`src/rtl/pod_pkg.sv`:
```
package pod_pkg;

    // ------------------------------------------------------------
    // Divide-select codes
    // ------------------------------------------------------------
    localparam logic [2:0] SEL_DIV2  = 3'h0;
    localparam logic [2:0] SEL_DIV16 = 3'h1;
    localparam logic [2:0] SEL_DIV4  = 3'h2;
    localparam logic [2:0] SEL_DIV5  = 3'h3;
    localparam logic [2:0] SEL_DIV6  = 3'h4;
    localparam logic [2:0] SEL_DIV8  = 3'h5;
    localparam logic [2:0] SEL_DIV9  = 3'h6;
    localparam logic [2:0] SEL_DIV10 = 3'h7;

    // ------------------------------------------------------------
    // Division factors and high times in input clock cycles
    // ------------------------------------------------------------
    localparam int         FACT_W     = 5;
    localparam logic [4:0] FACT_2     = 5'h02;
    localparam logic [4:0] FACT_4     = 5'h04;
    localparam logic [4:0] FACT_5     = 5'h05;
    localparam logic [4:0] FACT_6     = 5'h06;
    localparam logic [4:0] FACT_8     = 5'h08;
    localparam logic [4:0] FACT_9     = 5'h09;
    localparam logic [4:0] FACT_10    = 5'h0A;
    localparam logic [4:0] FACT_16    = 5'h10;
    localparam logic [4:0] HIGH_5     = 5'h02;   // 40 percent of 5
    localparam logic [4:0] HIGH_9     = 5'h04;   // 44 percent of 9

    // ------------------------------------------------------------
    // Frequency relations
    // ------------------------------------------------------------
    localparam int         VCO_MULT    = 15;     // VCO rate over oscillator rate
    localparam int         CPU_MAX_MHZ = 40;     // Highest allowed output rate
    localparam int         VCO_MHZ_DEF = 160;    // Default VCO rate in use

    // ------------------------------------------------------------
    // Reset values
    // ------------------------------------------------------------
    localparam logic [2:0] RST_SEL     = SEL_DIV2;

endpackage : pod_pkg

```
`src/rtl/pod_divider.sv`:
```
`timescale 1ns/100ps

module pod_divider
    import pod_pkg::*;
#(
    parameter int VCO_MHZ = VCO_MHZ_DEF
) (
    // Clock and reset
    input  wire logic              sys_clk,
    input  wire logic              rst_b,
    // Divide selection from software logic
    input  wire logic [2:0]        div_sel,
    // Divided clock and status
    output logic                   pll_clk,
    output logic [FACT_W-1:0]      div_factor,
    output logic [7:0]             ratio_num,
    output logic                   odd_factor,
    output logic                   over_limit
);

    // ------------------------------------------------------------
    // Derived constants
    // ------------------------------------------------------------
    localparam logic [FACT_W-1:0] CNT_ZERO = 5'h00;           // First cycle of a period
    localparam logic [FACT_W-1:0] CNT_STEP = 5'h01;           // One input cycle
    localparam logic [FACT_W-1:0] RST_HIGH = FACT_2 >> 1;     // High time of reset factor
    localparam logic [7:0]        RATIO    = 8'(VCO_MULT);    // Output rate numerator

    // ------------------------------------------------------------
    // Decode of the selection field
    // ------------------------------------------------------------
    logic [FACT_W-1:0] dec_fact;
    logic [FACT_W-1:0] dec_high;
    logic              dec_odd;
    logic              dec_fast;

    // Factor and high time per code
    always_comb begin
        unique case (div_sel)
            SEL_DIV2: begin
                dec_fact = FACT_2;
                dec_high = FACT_2 >> 1;
            end
            SEL_DIV16: begin
                dec_fact = FACT_16;
                dec_high = FACT_16 >> 1;
            end
            SEL_DIV4: begin
                dec_fact = FACT_4;
                dec_high = FACT_4 >> 1;
            end
            SEL_DIV5: begin
                dec_fact = FACT_5;
                dec_high = HIGH_5;
            end
            SEL_DIV6: begin
                dec_fact = FACT_6;
                dec_high = FACT_6 >> 1;
            end
            SEL_DIV8: begin
                dec_fact = FACT_8;
                dec_high = FACT_8 >> 1;
            end
            SEL_DIV9: begin
                dec_fact = FACT_9;
                dec_high = HIGH_9;
            end
            SEL_DIV10: begin
                dec_fact = FACT_10;
                dec_high = FACT_10 >> 1;
            end
        endcase
    end

    // Advisory flags of the decoded factor
    always_comb begin
        dec_odd  = (dec_fact == FACT_5) || (dec_fact == FACT_9);
        dec_fast = (int'(dec_fact) * CPU_MAX_MHZ < VCO_MHZ);
    end

    // ------------------------------------------------------------
    // Period counter
    // ------------------------------------------------------------
    logic [FACT_W-1:0] count;
    logic [FACT_W-1:0] fact_cur;
    logic [FACT_W-1:0] high_cur;
    logic [FACT_W-1:0] next_count;
    logic [FACT_W-1:0] next_fact;
    logic [FACT_W-1:0] next_high;
    logic              wrap;

    // End of the current output period
    assign wrap = (count == fact_cur - CNT_STEP);

    // Next position within the period
    always_comb begin
        if (wrap) begin
            next_count = CNT_ZERO;
        end else begin
            next_count = count + CNT_STEP;
        end
    end

    // Factor and high time for the next cycle
    always_comb begin
        if (wrap) begin
            next_fact = dec_fact;
            next_high = dec_high;
        end else begin
            next_fact = fact_cur;
            next_high = high_cur;
        end
    end

    // Count input cycles within one output period
    always_ff @(posedge sys_clk or negedge rst_b) begin
        if (!rst_b) begin
            count <= CNT_ZERO;
        end else begin
            count <= next_count;
        end
    end

    // Factor in force, changed only at a period boundary
    always_ff @(posedge sys_clk or negedge rst_b) begin
        if (!rst_b) begin
            fact_cur <= FACT_2;
        end else begin
            fact_cur <= next_fact;
        end
    end

    // High time in force, changed with the factor
    always_ff @(posedge sys_clk or negedge rst_b) begin
        if (!rst_b) begin
            high_cur <= RST_HIGH;
        end else begin
            high_cur <= next_high;
        end
    end

    // ------------------------------------------------------------
    // Divided clock output
    // ------------------------------------------------------------
    logic              next_pll_clk;

    // High for the first high_cur cycles of each period
    always_comb begin
        if (wrap) begin
            next_pll_clk = 1'b1;
        end else begin
            next_pll_clk = (next_count < high_cur);
        end
    end

    // Divided clock, no runt pulse at a factor change
    always_ff @(posedge sys_clk or negedge rst_b) begin
        if (!rst_b) begin
            pll_clk <= 1'b1;
        end else begin
            pll_clk <= next_pll_clk;
        end
    end

    // ------------------------------------------------------------
    // Factor reporting
    // ------------------------------------------------------------

    // Factor of the period now running
    always_ff @(posedge sys_clk or negedge rst_b) begin
        if (!rst_b) begin
            div_factor <= FACT_2;
        end else begin
            div_factor <= next_fact;
        end
    end

    // Rate numerator, a fixed multiple of the input
    always_ff @(posedge sys_clk or negedge rst_b) begin
        if (!rst_b) begin
            ratio_num <= 8'h00;
        end else begin
            ratio_num <= RATIO;
        end
    end

    // ------------------------------------------------------------
    // Advisory warnings
    // ------------------------------------------------------------
    logic              next_odd;
    logic              next_fast;

    // Warnings for the next cycle, taken with the factor
    always_comb begin
        if (wrap) begin
            next_odd  = dec_odd;
            next_fast = dec_fast;
        end else begin
            next_odd  = odd_factor;
            next_fast = over_limit;
        end
    end

    // Set while a factor software should avoid runs
    always_ff @(posedge sys_clk or negedge rst_b) begin
        if (!rst_b) begin
            odd_factor <= 1'b0;
        end else begin
            odd_factor <= next_odd;
        end
    end

    // Set from the first period boundary after reset while the output exceeds the processor limit
    always_ff @(posedge sys_clk or negedge rst_b) begin
        if (!rst_b) begin
            over_limit <= 1'b0;
        end else begin
            over_limit <= next_fast;
        end
    end

endmodule : pod_divider

```
`config.mk`:
```
export PLATFORM = sky130hd
export DESIGN_NAME = pod_divider
export DESIGN_NICKNAME = d
export VERILOG_FILES = /design/src/rtl/pod_pkg.sv /design/src/rtl/pod_divider.sv
export SDC_FILE = /design/constraint.sdc
export NUM_CORES = 1
export LEC_CHECK = 0
export BUFFER_PORTS_ARGS = -buffer_cell sky130_fd_sc_hd__buf_2
export CAP_MARGIN = 10
export CORE_MARGIN = 3
export CORE_UTILIZATION = 58
export CTS_CLUSTER_DIAMETER = 150
export DETAILED_ROUTE_END_ITERATION = 10
export GPL_TIMING_DRIVEN = 0
export PLACE_DENSITY = 0.89
export SYNTH_ARGS = -nofsm -noshare
export SYNTH_HDL_FRONTEND = slang
export SYNTH_SLANG_ARGS = --single-unit
```
`constraint.sdc`:
```
create_clock -name sys_clk -period 4.3 [get_ports sys_clk]
set_clock_uncertainty 0.1 [all_clocks]
set_input_delay 0.43 -clock sys_clk [delete_from_list [all_inputs] [get_ports sys_clk]]
set_output_delay 0.43 -clock sys_clk [all_outputs]
set_load 0.01 [all_outputs]
```
**Word level (Yosys, flattened, before mapping)**

Memories as Yosys holds them, arrays and structs flattened.
Index checks and enable logic that the tools add are counted.

- ROM bits: 72
- Memories: 1
- Word-level logic and storage cells: 19
- Output and inout port bits: 16
- Bits in registers: 19
- Input port bits: 5

Memory list:

| name | words | bits a word | rd ports | clocked after memory_dff | wr ports | line | RTL |
|---|---|---|---|---|---|---|---|
| (name not given) | 8 | 9 | 1 | 0 | 0 | pod_divider.sv:39 | `unique case (div_sel)` |

- Equal/unequal tests: 3
- $lt $le $gt $ge: 2
- Mux-type cells: 2
- Reduce and logical (&&, ||, !) cells: 1
- Add/sub/neg operators: 2
- Multipliers: 1

Operators with widths:

| kind | number |
|---|---|
| $lt 11x8->1 const B | 1 |
| $mul 5x3->8 const B | 1 |
| $add 5x1->5 const B | 1 |
| $eq 5x3->1 const B | 1 |
| $eq 5x4->1 const B | 1 |
| $eq 5x5->1 | 1 |
| $lt 5x5->1 | 1 |
| $mux 5 | 1 |
| $sub 5x1->5 const B | 1 |
| $logic_or 1x1->1 | 1 |
| $mux 1 | 1 |

**Depth between registers and ports, before layout**

- Depth after elaboration: 5
- Gate-level depth with buffers: 12
- Gate-level depth less buffers: 11

**Worst setup path after synthesis**

OpenSTA, ideal clock, no wires.

- Path type: reg-to-reg
- Start: register div_factor[1] (netlist name)
- End: register pll_clk
- Path slack: 1496 ps
- Buffers on the path: 1
- Clock period less this slack: 2804 ps
- Setup time: 91 ps
- Required time: 4109 ps
- Data arrival time: 2613 ps
- Cell stages (with the launch flop): 13
- Cell sequence: dfstp_2 > inv_1 > ha_1 > xnor2_1 > a211oi_2 > o311ai_4 > buf_6 > and2_1 > ha_1 > a21boi_0 > o21a_1 > o21a_1 > o31ai_1

RTL lines:

| what | line | RTL |
|---|---|---|
| to (signal assigned) | pod_divider.sv:161 | `pll_clk <= next_pll_clk;` |
| to (decl) | pod_divider.sv:14 | `output logic pll_clk,` |

==> results_dict.tcl <==
set metrics [dict create \
    synthCells 103 \
    min_path_type "flip-flop to flip-flop" \
    place_hpwl_um 1630 \
    area_delta_synth_final_pct 14.9 \
    antenna_left 0 \
    critPathBufInv 2 \
    wl_per_cell_um 13.3 \
    firstDrtPassIters 4 \
    synth_top_family_by_area "adder cells" \
    path_class "flip-flop to flip-flop" \
    grt_pass1_wl_um 3440 \
    htreeDepth 1 \
    crit_family "compound AO/OA/AOI/OAI gates" \
    fp.dieH_um 49.5 \
    synth_seq_cells 14 \
    synthSimpleGateAreaFrac_pct 11.3 \
    portBuffers 15 \
    cts-root-buf "clkbuf_4" \
    clock_path_buffers 2 \
    dr.first_iter.drc_count 15 \
    grt_pass1_vias 763 \
    status "finished clean" \
    drv_cap 0 \
    finalSetupViolCount 0 \
    cts_resized 0 \
    overflow 0 \
    rsz0062_at_grt "false" \
    syn_area_per_cell_um2 10.7 \
    clkTransAtPathRegs_ns 0.09 \
    io_pins 21 \
    power.total_w 0.000889 \
    cts_sinks 14 \
    ir_worst_vdd_mv 0.396 \
    finalHoldViolations 0 \
    worstPathArrival_ns 3.17 \
    period_needed_ns 3.06 \
    grtUsageTotal_pct 18.6 \
    nets 148 \
    synth_mux_area_share_pct 10.0 \
    setup_tns_ns 0 \
    clk_latency_ns 0.29 \
    end_kind "flip-flop" \
    grt_max_degree 15 \
    cp.required_ns 4.41 \
    die_area_mm2 0.00245 \
    period_share_pct 71.1 \
    cts_buffers 3 \
    yosysSeqAreaShare_pct 32.1 \
    vias_per_cell 5.19 \
    gp_congestion 0.791 \
    drive_gt1_share_pct 31.0 \
    synthAdderAreaFrac_pct 18.9 \
    p_leak_nw 0.653 \
    startpoint_type "flip-flop" \
    fp.coreArea_mm2 0.00176 \
    timing.fmax_mhz 327 \
    vias 784 \
    routed_wl_um 2010 \
    rows 15 \
    final_cells 151 \
    crit_fanout 10 \
    synth_xor_area_share_pct 7.18 \
    layout_common_cells "15 x ha_1, 15 x buf_2, 12 x dfrtp_1, 10 x inv_1, 7 x buf_4" \
    dp.cells 146 \
    cts_tree "built" \
    drc 0 \
    reg2reg_slack_ns 1.24 \
    finalMaxSlewViolations 0 \
    crit_chain "inv_1 -> ha_1 -> xnor2_1 -> a211oi_2 -> o311ai_4 -> buf_6 -> and2_1 -> ha_1 -> a21boi_0 -> o21a_1 -> o21a_1 -> o31ai_1" \
    synth-compound-area-share_pct 10.3 \
    yosysWarningCount 0 \
    start_util_pct 62.3 \
    antenna_found_initial 0 \
    dieWidth_um 49.5 \
    critPathMaxStageDelay_ns 0.58 \
    synth_cell_type_count 33 \
    p_per_area_mw_per_mm2 704 \
    diodes 0 \
    mappedNetlistArea_mm2 0.00110 \
    cp_slowest_cell "dfstp_2" \
]
[per-layer routing]
layer,routed length [µm],track usage [%],up-vias
li1,-,-,385
met4,55,12.0,0
met2,1070,31.9,18
met1,837,22.2,376
met5,0,0,-
met3,54,1.21,5
[cells in the mapped netlist, drive strengths merged]
| master | number | area (µm²) |
|---|---|---|
| clkbuf | 1 | 3.75 |
| o31ai | 2 | 15.0 |
| nand4bb | 1 | 11.3 |
| dfrtp | 12 | 300 |
| a21boi | 2 | 18.8 |
| dfstp | 2 | 52.6 |
| nand2b | 1 | 6.26 |
| and2 | 5 | 31.3 |
| nor2b | 3 | 18.8 |
| o311ai | 1 | 26.3 |
| mux2i | 2 | 20.0 |
| nand3 | 2 | 10.0 |
| nor2 | 3 | 11.3 |
| nor3 | 1 | 5.00 |
| a21oi | 3 | 15.0 |
| fa | 1 | 20.0 |
| o21ai | 2 | 10.0 |
| inv | 10 | 37.5 |
| mux2 | 7 | 90.1 |
| xor2 | 4 | 35.0 |
| or2b | 1 | 7.51 |
| o21a | 2 | 15.0 |
| nand2 | 2 | 7.51 |
| xnor2 | 5 | 43.8 |
| ha | 15 | 188 |
| nand3b | 1 | 7.51 |
| nor3b | 1 | 7.51 |
| conb | 2 | 7.51 |
| a211oi | 1 | 12.5 |
| buf | 8 | 63.8 |
[worst paths after layout]
kind / start / endpoint / depth (start not counted)
max in group asynchronous: rst_b / div_factor[1] / 2
min reg2reg: odd_factor / odd_factor / 1
min: odd_factor / odd_factor / 1
max reg2reg: div_factor[1] / pll_clk / 12
max: div_factor[1] / pll_clk / 12
min in group asynchronous: rst_b / over_limit / 2
[cells by family after synthesis]
| family | after synthesis |
|---|---|
| mux | 9 |
| xor+xnor | 9 |
| flops | 14 |
| other cells | 2 |
| compound gates | 13 |
| buf+inv | 19 |
| fa+ha+maj | 16 |
| simple gates | 21 |
[where the power goes]
group	leakage, nW	switching, W	internal (W)	total, W
Combinational	0.463	0.000254	0.000272	0.000525
Clock	0.0210	0.0000468	0.0000516	0.0000984
Sequential	0.169	0.0000667	0.000198	0.000265
[registers in the layout, indices dropped and copies added (netlist names)]
name,cells
odd_factor,1
div_factor,5
pll_clk,1
count,5
over_limit,1
ratio_num,1
[per-stage QoR]
stage	worst slack, ns	hold slack [ns]	area [µm²]	utilization, %
floorplan	1.50	0.0344	1110	-
global route	1.07	0.419	1260	71.6
CTS	1.21	0.406	1260	71.6
detailed placement	1.22	0.239	1220	68.9
global placement	1.38	0.230	1220	68.9
finish	1.24	0.404	1260	71.6
[final cells by class]
class / instances / area (µm²)
timing repair buffer: 16 / 85.1
inverter: 10 / 37.5
buffer: 9 / 67.6
sequential: 14 / 353
fill: 148 / 502
multi-input combinational: 73 / 652
tap: 25 / 31.3
clock buffer: 4 / 36.3
[repair_timing]
item | CTS | global route
hold buffers | 1 | 0
hold endpoints to repair | 12 | 0
setup buffers | 0 | 0
Power figures use the tool's default switching activity.
